$ cat config.mk
export PLATFORM = sky130hd
export DESIGN_NAME = fpm_ctrl
export DESIGN_NICKNAME = d
export VERILOG_FILES = /design/src/design/fpm_ctrl_pkg.sv /design/src/design/fpm_ctrl.sv /design/src/design/refresh_timer.sv
export SDC_FILE = /design/constraint.sdc
export NUM_CORES = 1
export LEC_CHECK = 0
export BUFFER_PORTS_ARGS = -buffer_cell sky130_fd_sc_hd__buf_4
export CORE_MARGIN = 10
export CORE_UTILIZATION = 36
export DETAILED_ROUTE_END_ITERATION = 6
export HOLD_SLACK_MARGIN = 0.08
export MAX_ROUTING_LAYER = met4
export SYNTH_ARGS = -nofsm -noshare
export SYNTH_HDL_FRONTEND = slang
export SYNTH_SLANG_ARGS = --single-unit
$ cat constraint.sdc
create_clock -name clk_sys -period 2.7 [get_ports clk_sys]
set_input_delay 0 -clock clk_sys [delete_from_list [all_inputs] [get_ports clk_sys]]
set_output_delay 0 -clock clk_sys [all_outputs]
set_load 0.02 [all_outputs]
$ cat src/design/fpm_ctrl_pkg.sv
/*
 Package for the fast-page-mode memory module controller.
 Assumes a 25 MHz system clock; all pin timings become cycle counts here.
*/
package fpm_ctrl_pkg;
    localparam int CLK_NS = 40;
    localparam int ROW_BITS = 10;
    localparam int COL_BITS = 10;
    localparam int DATA_BITS = 64;
    localparam int PAR_BITS = 8;
    localparam int PRES_BITS = 8;
    localparam int TYPE_BITS = 2;
    // Least times in ns, rounded up to whole cycles (at least one)
    localparam int T_RP_NS = 40;
    localparam int T_RAS_NS = 60;
    localparam int T_RCD_NS = 18;
    localparam int T_CAS_NS = 15;
    localparam int T_OH_NS = 2;
    localparam int T_RAC_NS = 60;
    localparam int T_CSR_NS = 15;
    localparam int T_CHR_NS = 18;
    localparam int T_DH_NS = 20;
    localparam int T_PD_NS = 10;
    localparam int T_PDOFF_NS = 10;
    localparam int T_CPRH_NS = 40;
    localparam int T_CP_NS = 10;
    localparam int T_WP_NS = 15;
    function automatic int up(input int ns);
        int c;
        c = (ns + CLK_NS - 1) / CLK_NS;
        return (c < 1) ? 1 : c;
    endfunction
    localparam int C_RP = up(T_RP_NS);
    localparam int C_RAS = up(T_RAS_NS);
    localparam int C_RCD = up(T_RCD_NS);
    localparam int C_CAS_RD = up(T_CAS_NS + T_OH_NS);
    localparam int C_RAC = up(T_RAC_NS);
    localparam int C_CSR = up(T_CSR_NS);
    localparam int C_CHR = up(T_CHR_NS);
    localparam int C_DH = up(T_DH_NS);
    localparam int C_PD = up(T_PD_NS);
    localparam int C_PDOFF = up(T_PDOFF_NS);
    localparam int C_CPRH = up(T_CPRH_NS);
    localparam int C_CP = up(T_CP_NS);
    localparam int C_WP = up(T_WP_NS);
    // Refresh: 1024 rows per 16 ms
    localparam int REF_ROWS = 1024;
    localparam int T_REF_MS = 16;
    localparam int C_REF_INT = (T_REF_MS * 1000000 / REF_ROWS) / CLK_NS;
    localparam int T_PWRUP_US = 200;
    localparam int C_PWRUP = T_PWRUP_US * 1000 / CLK_NS;
    localparam int INIT_REFRESHES = 8;
    localparam logic [7:0] TIMER_ZERO = 8'h00;

    typedef struct packed {
        logic ras_n;
        logic cas_n;
        logic we_n;
        logic oe_n;
        logic [ROW_BITS-1:0] addr;
    } mem_ctl_s;

    typedef struct packed {
        logic write;
        logic page;
        logic [ROW_BITS-1:0] row;
        logic [COL_BITS-1:0] col;
        logic [DATA_BITS-1:0] data;
        logic [PAR_BITS-1:0] par;
    } mem_req_s;

    typedef enum logic [3:0] {
        ST_INIT = 4'h0,
        ST_IDLE = 4'h1,
        ST_ROW = 4'h3,
        ST_COL = 4'h2,
        ST_HOLD = 4'h6,
        ST_PRE = 4'h7,
        ST_CPRE = 4'h5,
        ST_CBR_SET = 4'h4,
        ST_CBR_RAS = 4'hc,
        ST_PRES = 4'hd
    } state_e;
endpackage

$ cat src/design/fpm_ctrl.sv
/*
 Host-side controller for a fast-page-mode parity memory module.
 Assumes synchronous pins, one module position, external pull-ups on presence bits.
*/
`timescale 1ns/1ps
// Summary of operation
// - Write enable falls only in the early-write window, never between windows.
// - Write data held stable past the column strobe fall for the hold time.
// - Write enable stays high after a read until strobes rise.
// - 1024 refreshes issued every 16 ms.
// - Column-first refresh: column strobe low before and after the row strobe.
// - Write enable held high around the row strobe fall in refresh.
// - Page mode keeps the row open, each page cycle at least 40 ns.
// - Row strobe held low after the last column precharge of a page.
// - Write data driven only after the module's read outputs are off.
// - Output enable hold and long cycle rule only matter for read-modify-write.
// - Page read-modify-write timing not used; no late write enable issued.
// - Read column strobe lengthened past 15 ns to keep the data window.
// - One position read at a time by its own presence enable.
// - Power-up pause of 200 us then 8 column-first refreshes.
module fpm_ctrl #(
    parameter int PWRUP_CYCLES = fpm_ctrl_pkg::C_PWRUP,
    parameter int REF_CYCLES = fpm_ctrl_pkg::C_REF_INT
) (
    input wire logic clk_sys,
    input wire logic rst,
    input wire logic req_valid,
    output logic req_ready,
    input fpm_ctrl_pkg::mem_req_s req,
    output logic rd_valid,
    output logic [fpm_ctrl_pkg::DATA_BITS-1:0] rd_data,
    output logic [fpm_ctrl_pkg::PAR_BITS-1:0] rd_par,
    input wire logic pres_req,
    output logic pres_valid,
    output logic [fpm_ctrl_pkg::PRES_BITS-1:0] pres_value,
    output logic mismatch,
    output logic init_done,
    output fpm_ctrl_pkg::mem_ctl_s mem_ctl,
    output logic presence_enable_n,
    input wire logic [fpm_ctrl_pkg::PRES_BITS-1:0] presence_bits,
    input wire logic [fpm_ctrl_pkg::TYPE_BITS-1:0] card_type_bits,
    input wire logic [fpm_ctrl_pkg::DATA_BITS-1:0] data_lines_in,
    output logic [fpm_ctrl_pkg::DATA_BITS-1:0] data_lines_out,
    output logic data_lines_oe_n,
    input wire logic [fpm_ctrl_pkg::PAR_BITS-1:0] parity_lines_in,
    output logic [fpm_ctrl_pkg::PAR_BITS-1:0] parity_lines_out
);
    import fpm_ctrl_pkg::*;

    state_e state;
    logic [17:0] wait_cnt;
    logic [7:0] timer;
    logic [3:0] init_left;
    logic ref_pending;
    logic ref_ack;
    logic cur_write;
    logic cur_page;
    logic [ROW_BITS-1:0] open_row;
    logic [COL_BITS-1:0] cur_col;
    logic [7:0] since_ras;
    logic go;

    refresh_timer #(
        .INTERVAL(REF_CYCLES)
    ) u_refresh_timer (
        .clk_sys(clk_sys),
        .rst(rst),
        .ack(ref_ack),
        .pending(ref_pending)
    );

    // Accesses stall while a refresh is owed
    // Page follow-on only into the open row, once the column precharge is done
    assign req_ready = (state == ST_IDLE || (state == ST_CPRE && timer == TIMER_ZERO
            && req.row == open_row)) && !ref_pending && !pres_req;
    assign go = req_valid && req_ready;
    assign ref_ack = (state == ST_CBR_RAS) && (timer == TIMER_ZERO);
    assign mismatch = ~&card_type_bits;

    always_ff @(posedge clk_sys) begin
        if (rst) begin
            wait_cnt <= 18'h00000;
        end else if (state == ST_INIT && wait_cnt != 18'(PWRUP_CYCLES)) begin
            wait_cnt <= wait_cnt + 18'h00001;
        end
    end

    always_ff @(posedge clk_sys) begin
        if (rst || state == ST_IDLE || state == ST_CPRE) begin
            since_ras <= 8'h00;
        end else if (since_ras != 8'hff) begin
            since_ras <= since_ras + 8'h01;
        end
    end

    always_ff @(posedge clk_sys) begin
        if (rst) begin
            state <= ST_INIT;
            timer <= TIMER_ZERO;
            init_left <= 4'(INIT_REFRESHES);
            init_done <= 1'b0;
            mem_ctl <= '{ras_n: 1'b1, cas_n: 1'b1, we_n: 1'b1, oe_n: 1'b1, addr: '0};
            presence_enable_n <= 1'b1;
            data_lines_oe_n <= 1'b1;
            data_lines_out <= '0;
            parity_lines_out <= '0;
            rd_valid <= 1'b0;
            rd_data <= '0;
            rd_par <= '0;
            pres_valid <= 1'b0;
            pres_value <= '0;
            cur_write <= 1'b0;
            cur_page <= 1'b0;
            open_row <= '0;
            cur_col <= '0;
        end else begin
            rd_valid <= 1'b0;
            pres_valid <= 1'b0;
            if (timer != TIMER_ZERO) begin
                timer <= timer - 8'h01;
            end
            case (state)
                ST_INIT: begin
                    if (wait_cnt == 18'(PWRUP_CYCLES)) begin
                        state <= ST_CBR_SET;
                        mem_ctl.cas_n <= 1'b0;
                        mem_ctl.we_n <= 1'b1;
                        timer <= 8'(C_CSR);
                    end
                end
                ST_IDLE: begin
                    if (ref_pending) begin
                        state <= ST_CBR_SET;
                        mem_ctl.cas_n <= 1'b0;
                        mem_ctl.we_n <= 1'b1;
                        timer <= 8'(C_CSR);
                    end else if (pres_req) begin
                        state <= ST_PRES;
                        presence_enable_n <= 1'b0;
                        timer <= 8'(C_PD);
                    end else if (go) begin
                        state <= ST_ROW;
                        cur_write <= req.write;
                        cur_page <= req.page;
                        open_row <= req.row;
                        cur_col <= req.col;
                        mem_ctl.addr <= req.row;
                        data_lines_out <= req.data;
                        parity_lines_out <= req.par;
                        timer <= 8'h01;
                    end
                end
                ST_ROW: begin
                    if (timer == TIMER_ZERO) begin
                        mem_ctl.ras_n <= 1'b0;
                        state <= ST_COL;
                        timer <= 8'(C_RCD);
                    end
                end
                ST_COL: begin
                    if (timer == TIMER_ZERO) begin
                        // Column latched at take, so the requester may move on
                        mem_ctl.addr <= cur_col;
                        if (cur_write) begin
                            // Read outputs are off: column strobe and output enable still high so far
                            mem_ctl.we_n <= 1'b0;
                            data_lines_oe_n <= 1'b0;
                        end else begin
                            mem_ctl.oe_n <= 1'b0;
                        end
                        state <= ST_HOLD;
                        timer <= 8'h01;
                    end
                end
                ST_HOLD: begin
                    if (timer == TIMER_ZERO && mem_ctl.cas_n) begin
                        mem_ctl.cas_n <= 1'b0;
                        // Read strobe stretched for the data window
                        timer <= cur_write ? 8'(C_DH) : 8'(C_CAS_RD);
                    end else if (timer == TIMER_ZERO && (cur_write
                            || since_ras >= 8'(C_RAC))) begin
                        if (!cur_write) begin
                            rd_data <= data_lines_in;
                            rd_par <= parity_lines_in;
                            rd_valid <= 1'b1;
                        end
                        mem_ctl.cas_n <= 1'b1;
                        mem_ctl.oe_n <= 1'b1;
                        mem_ctl.we_n <= 1'b1;
                        data_lines_oe_n <= 1'b1;
                        state <= cur_page ? ST_CPRE : ST_PRE;
                        timer <= cur_page ? 8'(C_CP) : 8'(C_CPRH);
                    end
                end
                ST_CPRE: begin
                    // Next page access reuses the open row
                    if (go && req.row == open_row && timer == TIMER_ZERO) begin
                        cur_write <= req.write;
                        cur_page <= req.page;
                        cur_col <= req.col;
                        data_lines_out <= req.data;
                        parity_lines_out <= req.par;
                        state <= ST_COL;
                    end else if (timer == TIMER_ZERO) begin
                        state <= ST_PRE;
                        timer <= 8'(C_CPRH - C_CP);
                    end
                end
                ST_PRE: begin
                    if (timer == TIMER_ZERO && since_ras >= 8'(C_RAS)) begin
                        mem_ctl.ras_n <= 1'b1;
                        state <= ST_IDLE;
                        timer <= 8'(C_RP);
                    end
                end
                ST_CBR_SET: begin
                    if (timer == TIMER_ZERO) begin
                        mem_ctl.ras_n <= 1'b0;
                        state <= ST_CBR_RAS;
                        timer <= 8'(C_RAS);
                    end
                end
                ST_CBR_RAS: begin
                    if (timer == TIMER_ZERO) begin
                        mem_ctl.ras_n <= 1'b1;
                        mem_ctl.cas_n <= 1'b1;
                        timer <= 8'(C_RP);
                        if (!init_done && init_left != 4'h1) begin
                            init_left <= init_left - 4'h1;
                            state <= ST_INIT;
                        end else begin
                            init_done <= 1'b1;
                            state <= ST_IDLE;
                        end
                    end
                end
                ST_PRES: begin
                    if (timer == TIMER_ZERO && !presence_enable_n) begin
                        pres_value <= presence_bits;
                        pres_valid <= 1'b1;
                        presence_enable_n <= 1'b1;
                        timer <= 8'(C_PDOFF);
                    end else if (timer == TIMER_ZERO) begin
                        state <= ST_IDLE;
                    end
                end
                default: begin
                    state <= ST_IDLE;
                end
            endcase
        end
    end
endmodule

$ cat src/design/refresh_timer.sv
/*
 Refresh interval timer: raises a pending flag every interval, cleared on service.
 Assumes the controller acknowledges by a one-cycle pulse.
*/
`timescale 1ns/1ps
module refresh_timer #(
    parameter int INTERVAL = fpm_ctrl_pkg::C_REF_INT
) (
    input wire logic clk_sys,
    input wire logic rst,
    input wire logic ack,
    output logic pending
);
    import fpm_ctrl_pkg::*;
    logic [15:0] count;

    always_ff @(posedge clk_sys) begin
        if (rst || count == 16'(INTERVAL - 1)) begin
            count <= 16'h0000;
        end else begin
            count <= count + 16'h0001;
        end
    end

    // Expiry wins over a same-cycle acknowledge
    always_ff @(posedge clk_sys) begin
        if (rst) begin
            pending <= 1'b0;
        end else if (count == 16'(INTERVAL - 1)) begin
            pending <= 1'b1;
        end else if (ack) begin
            pending <= 1'b0;
        end
    end
endmodule

; Word level (Yosys, flattened, before mapping)
; Cells that the tools add are included.
[totals]
regBits = 252
inputBits = 180
[classes]
bitwise = 8
eq_ne = 38
reduce_logical = 54
muxes = 88
magnitude_cmp = 1
addsub = 5
[ops]
columns = op, count
row1 = $mux W64, 4
row2 = $mux W8, 17
row3 = $pmux W64 S2, 1
row4 = $mux W10, 7
row5 = $pmux W8 S8, 1
row6 = $mux W4, 15
row7 = $pmux W10 S2, 2
row8 = $pmux W4 S10, 1
row9 = $ne A2 B2 Y1 const B, 15
row10 = $reduce_and A5 Y1, 5
row11 = $mux W1, 24
row12 = $add A18 B1 Y18 const B, 1
row13 = $eq A18 B13 Y1 const B, 1
row14 = $ne A18 B13 Y1 const B, 1
row15 = $add A16 B1 Y16 const B, 1
row16 = $eq A16 B9 Y1 const B, 1
row17 = $eq A4 B3 Y1 const B, 4
row18 = $pmux W8 S2, 1
row19 = $reduce_and A4 Y1, 4
row20 = $logic_and A1 B1 Y1, 14
row21 = $mux W12, 1
row22 = $reduce_and A12 Y1, 1
row23 = $eq A10 B10 Y1, 1
row24 = $mux W2, 5
row25 = 32 further kinds, 66

; Logic depth before layout (Yosys ltp)
[logic_depth]
depth_word = 11
ltp_mapped = 12
depth_no_buf = 11

; Cells and area by module
; Synthesis repeated with hierarchy kept, for this count alone.
[hier_totals]
cells_unflattened = 1300
hier_area_um2 = 10362.4
[modules_own_cells]
columns = module, area_per_inst_um2, cells_each, n_inst
row1 = fpm_ctrl, 9544.2, 1213, 1
row2 = refresh_timer, 818.3, 87, 1

; Worst setup path after synthesis
; No wires, ideal clock.
[synth_path]
path_type = register to register
from = reg timer[0]
to = reg state[3]
path_slack_ps = 164
synth_period_minus_slack_ps = 2536
setup_ps = 70
t_arrival_ps = 2466
stages_incl_launch_ff = 10
path_cell_list = dfxtp_1 -> inv_1 -> ha_1 -> nor3b_2 -> and2_4 -> inv_2 -> o32a_1 -> a2111o_1 -> or4_1 -> a21oi_1
[synth_via]
elab_chain_len = 11
[synth_lines]
columns = element, line
row1 = from (decl), fpm_ctrl.sv:52  ; logic [7:0] timer;
row2 = from (signal assigned), fpm_ctrl.sv:120  ; timer <= timer - 8'h01;
row3 = from (signal assigned), fpm_ctrl.sv:128  ; timer <= 8'(C_CSR);
row4 = from (signal assigned), fpm_ctrl.sv:136  ; timer <= 8'(C_CSR);
row5 = $logic_not A8 Y1 (*), --
row6 = $logic_and A1 B1 Y1, fpm_ctrl.sv:74  ; assign req_ready = (state == ST_IDLE || (state == ST_CPRE && timer == TIMER_ZERO
row7 = $logic_and A1 B1 Y1, fpm_ctrl.sv:75  ; && req.row == open_row)) && !ref_pending && !pres_req;
row8 = $logic_or A1 B1 Y1, fpm_ctrl.sv:74
row9 = $logic_and A1 B1 Y1 (2 in a row), fpm_ctrl.sv:75
row10 = $logic_and A1 B1 Y1, fpm_ctrl.sv:76  ; assign go = req_valid && req_ready;
row11 = $logic_and A1 B1 Y1 (2 in a row), fpm_ctrl.sv:197  ; if (go && req.row == open_row && timer == TIMER_ZERO) begin
row12 = $ne A3 B1 Y1 (no line) or $mux W4 (tied branches), --
row13 = $reduce_and A12 Y1 (no line) or $pmux W4 S10 (tied branches), --
row14 = to (signal assigned), fpm_ctrl.sv:191  ; state <= cur_page ? ST_CPRE : ST_PRE;
row15 = to (decl), fpm_ctrl.sv:50  ; state_e state;
; Mark *: on every way between the ends. The rest lies on a longest branch, timed or not.
; A chain may end at the register's enable or synchronous reset.

; Worst setup path in the final report
[layout_path]
from = reg state[0]
to = reg data_lines_out[5] (netlist name)
[layout_via]
elab_chain_len = 11
[layout_lines]
columns = element, line
row1 = $eq A4 B3 Y1, "fpm_ctrl.sv:74, fpm_ctrl.sv:122"
row2 = $logic_and A1 B1 Y1, fpm_ctrl.sv:74
row3 = $logic_and A1 B1 Y1, fpm_ctrl.sv:75
row4 = $logic_or A1 B1 Y1, fpm_ctrl.sv:74
row5 = $logic_and A1 B1 Y1 (2 in a row), fpm_ctrl.sv:75
row6 = $logic_and A1 B1 Y1, fpm_ctrl.sv:76
row7 = $logic_and A1 B1 Y1 (2 in a row), fpm_ctrl.sv:197
row8 = $ne A2 B1 Y1 (no line), --
row9 = $reduce_and A5 Y1 (no line), --
row10 = to (signal assigned), fpm_ctrl.sv:148  ; data_lines_out <= req.data;
row11 = to (signal assigned), fpm_ctrl.sv:201  ; data_lines_out <= req.data;
row12 = to (decl), fpm_ctrl.sv:43  ; output logic [fpm_ctrl_pkg::DATA_BITS-1:0] data_lines_out,
; Several ways; a longest one is shown, not always the timed one.

==> impl_results.md <==
- Fillers: 2479
- WL per Instance: 17.4 um
- Tcrit/Tclk final: 94.6%
- First-pass GRT wire length: 59.1 mm
- Worst vdd ir: 0.472 mV
- Vias/cell: 4.89
- Sequential cell area fraction in the yosys report: 50.0%
- Die Area: 0.0351 mm^2
- DRT iter0 DRCs: 563
- Tot GR Track Use: between 20% and 30%
- Max Freq: 0.391 GHz
- Internal Power: 7.43 mW
- Post-Synth XOR/XNOR Area: 4.34%
- Met1 WL: 14.7 mm
- Post-synth top area share: 50.0%
- Ys Warns: 0
- Synth Net Count: 1439
- Final Util: 57.7%
- Synthesized flop and latch total: between 200 and 300
- Die H: 187 um
- Critical path fanouts, max: 84
- CTS sink count: ~250
- Remaining antenna violation count after routing: 0
- Clk pin slew, worst setup/hold paths: ~60 ps
- Port Buf Inserts: 352
- TritonCTS Buffers: 29
- Top Metal Used: met4
- Async SR Flop Fraction: 0%
- Compound-gate portion of the synthesized area: 13.2%
- Initial Util: 36.4%
- Post-synth cell types: 60
- Least-Margin Pin Slew: 1070 ps
- Number of nets in the layout: 1946
- Hold violation count in the final report: 0
- Dominant synthesized flop cell: dfxtp_1
- Antenna violations before repair: 10
- Total wire length: 37.6 mm
- Worst min-delay path class: primary input to register
- Outcome: finished clean
- Routed via count: 10600
- Setup violators final: 0
- Comb pwr share: 22.9%
- Sw Share: 29.1%
- Fraction of layout cells with a size suffix above 1: 25.0%
- Area grow syn2layout: 58.4%
- Worst Skew: 23.4 ps
- CP arrival: between 2000 and 3000 ps
- Root buffer cell: clkbuf_16
- Vias in the first global route: 10700
- Core area: approximately 0.028 mm^2
- Grt total ovfl: 0
- Mux contribution to synthesized area: 2.97%
- Sw Pwr: around 3.0 mW
- End of the worst register-to-register path: data_lines_out[5]
- CTS tree: done
- FF-to-FF path depth: 7
- FP Rows: 61
- Most common cell in the synthesized netlist: nand2_1
- Pwr/cell area: approximately 660 mW/mm^2
- Max_slew headroom: roughly 29%
- DR WL met3: 3.12 mm
- Main area contributors after synthesis: dfxtp_1 50%, nand2_1 13%, a21oi_1 8.8%, nor2_1 4.0%, mux2i_1 3.0%
- Post-route minimum period: 2560 ps
- Maxcap violations: 0
- Gpl congestion: 0.871
- Largest family of logic cells by synthesized area: simple AND/OR/NAND/NOR gates
- Mean Syn Cell Area: 8.09 um^2
- Clock Power Share: between 30% and 40%
- Largest net degree at the start of global routing: 129
- Hold depth: 4
- R2R Setup Slk: 140 ps
- Die W: around 190 um
- RSZ-0062 raised after global routing: false
- Synth Area in Simple Gates: about a quarter
- Detailed Routing Iterations Pass 1: 5
- Crit path max-delay family: simple AND/OR/NAND/NOR gates
- CP Capture Type: register
- Final max-slew violation count: 0
- Synth Area in Adders: roughly 1.4%
- CP Class: register to register
- Post-synth EDFFs: 0
- Worst Path Buf+Inv: 1
- Crit path launch type: register
- Remaining DRCs: 0
- Buffer depth of the longest clock path: 3
- Slowest cell on crit path: dfxtp_1
- CP Cell Sequence: buf_4, nand2b_1, nor3_1, nand3_1, o21a_4, nand2_2, a21oi_1
- Hold EP: rd_data[61]
- IO Pins: 353
- Static leakage: 6.53 nW
- Met2 routed WL: between 15 and 20 mm
- Later-pin clock latency in the skew report: roughly 560 ps
- TNS Setup: 0 ps
- Post-synth top area cell: dfxtp_1
- Worst Path Required: 3100 ps
- Cell Area, Synth: a little over 0.01 mm^2
- CP max stage delay: 620 ps
- Most frequent cells after synthesis: 339 x nand2_1, 252 x dfxtp_1, 178 x a21oi_1, 108 x nor2_1, 70 x clkbuf_1
- Flop pwr share: around 39%
- H-tree depth: 1
- Hold_sp: data_lines_in[61]
- Detailed placement HPWL: between 20 and 30 mm
- Synth Instances: 1248
- Reg2reg start: state[0]
[stage by stage]
stage | hold WS [ps] | std cells | cell area (um^2) | total power [mW] | setup WS (ps)
6_report | 235 | 2163 | 16000 | 10.5 | 145
2_1_floorplan | 117 | 1248 | 10100 | 5.47 | 164
5_1_grt | 226 | 2163 | 16000 | 11.0 | 6.43
3_3_place_gp | 238 | 1925 | 13200 | 6.33 | 229
4_1_cts | 204 | 2153 | 16000 | 10.6 | 169
3_5_place_dp | 250 | 1925 | 13200 | 6.35 | 196
[how the worst max path moves through the flow]
| stage | from | to | slack (ps) | cells past startpoint |
|---|---|---|---|---|
| floorplan | timer[0] | state[3] | 160 | 9 |
| global placement | timer[0] | state[3] | 230 | 9 |
| detailed placement | timer[0] | state[3] | 200 | 9 |
| CTS | timer[0] | state[3] | 170 | 9 |
| global route | state[0] | mem_ctl[4] | 6 | 8 |
| finish | state[0] | data_lines_out[5] | 140 | 7 |
[cell families (layout without fill, tap and decap cells)]
family,after synthesis,count (layout)
and+or+nand+nor,566,566
DFF,252,252
AOI/OAI and AO/OA,239,239
buffers and inverters,100,627
xor gates and xnor gates,50,50
muxes,30,30
adders and majority gates,11,11
other,0,10
[power by group through the flow]
stage	Combinational, mW	Clock, mW	Sequential [mW]
2_1_floorplan	1.20	0	4.27
3_3_place_gp	2.14	0	4.19
3_5_place_dp	2.15	0	4.20
4_1_cts	2.39	4.07	4.12
5_1_grt	2.62	4.21	4.15
6_report	2.40	3.96	4.13
[cells in the final DEF, fill, tap and decap left out, types with 3 or more instances in the layout]
cell type and count:
a21oi_1 178, ha_1 11, nand4_1 11, a31oi_1 3, diode_2 10, nor4_1 20
or2_2 3, nor4b_1 4, inv_1 17, nand3_1 15, dlygate4sd3_1 177, xnor2_1 30
nor2_1 108, nor2b_1 4, a221oi_1 3, mux2i_1 30, clkinv_2 7, o21ai_0 15
clkbuf_1 4, a211o_1 4, buf_12 6, buf_4 374, a211oi_1 14, nor3b_1 6
xor2_1 20, and3_1 8, nand2b_1 5, clkbuf_8 8, dfxtp_1 252, clkbuf_16 29
nand2_1 338, or3_1 3, nor3_1 19
[layout make-up]
cell class | instances | area (um^2) | share of cell area (%)
Inverter | 18 | 67.6 | 0.423
Antenna cell | 10 | 25.0 | 0.156
Tap cell | 378 | 473 | 2.96
Timing Repair Buffer | 558 | 4710 | 29.5
Multi-Input combinational cell | 896 | 4700 | 29.4
Clock buffer | 41 | 851 | 5.32
Clock inverter | 10 | 115 | 0.720
Sequential cell | 252 | 5040 | 31.5
[worst min-delay path: cells and delay by family]
| kind | cells | cell delay, ps |
|---|---|---|
| buf+inv | 2 | 620 |
| simple gates | 1 | 40 |
| compound gates | 1 | 100 |
[repair_timing]
item / in CTS / in global routing
setup endpoints to repair: 0 / 1
hold buffers: 177 / 0
resized for setup: 0 / 1
endpoints found under the hold margin: 190 / 0
buffers inserted: 0 / 0
[layer usage]
| metal | GRT usage, % | up-vias |
|---|---|---|
| met5 | - | - |
| met4 | 5.54 | 0 |
| met3 | 6.95 | 59 |
| met2 | 35.8 | 340 |
| met1 | 23.0 | 4980 |
| li1 | - | 5199 |
[flip-flops by register name (all words and copies together), names as in the netlist, 4 cells and up]
signal / count
data_lines_out: 64
rd_data: 64
wait_cnt: 18
u_refresh_timer.count: 16
mem_ctl: 14
cur_col: 10
open_row: 10
parity_lines_out: 8
pres_value: 8
rd_par: 8
since_ras: 8
timer: 8
init_left: 4
state: 4
Power figures use the tool's default switching activity.
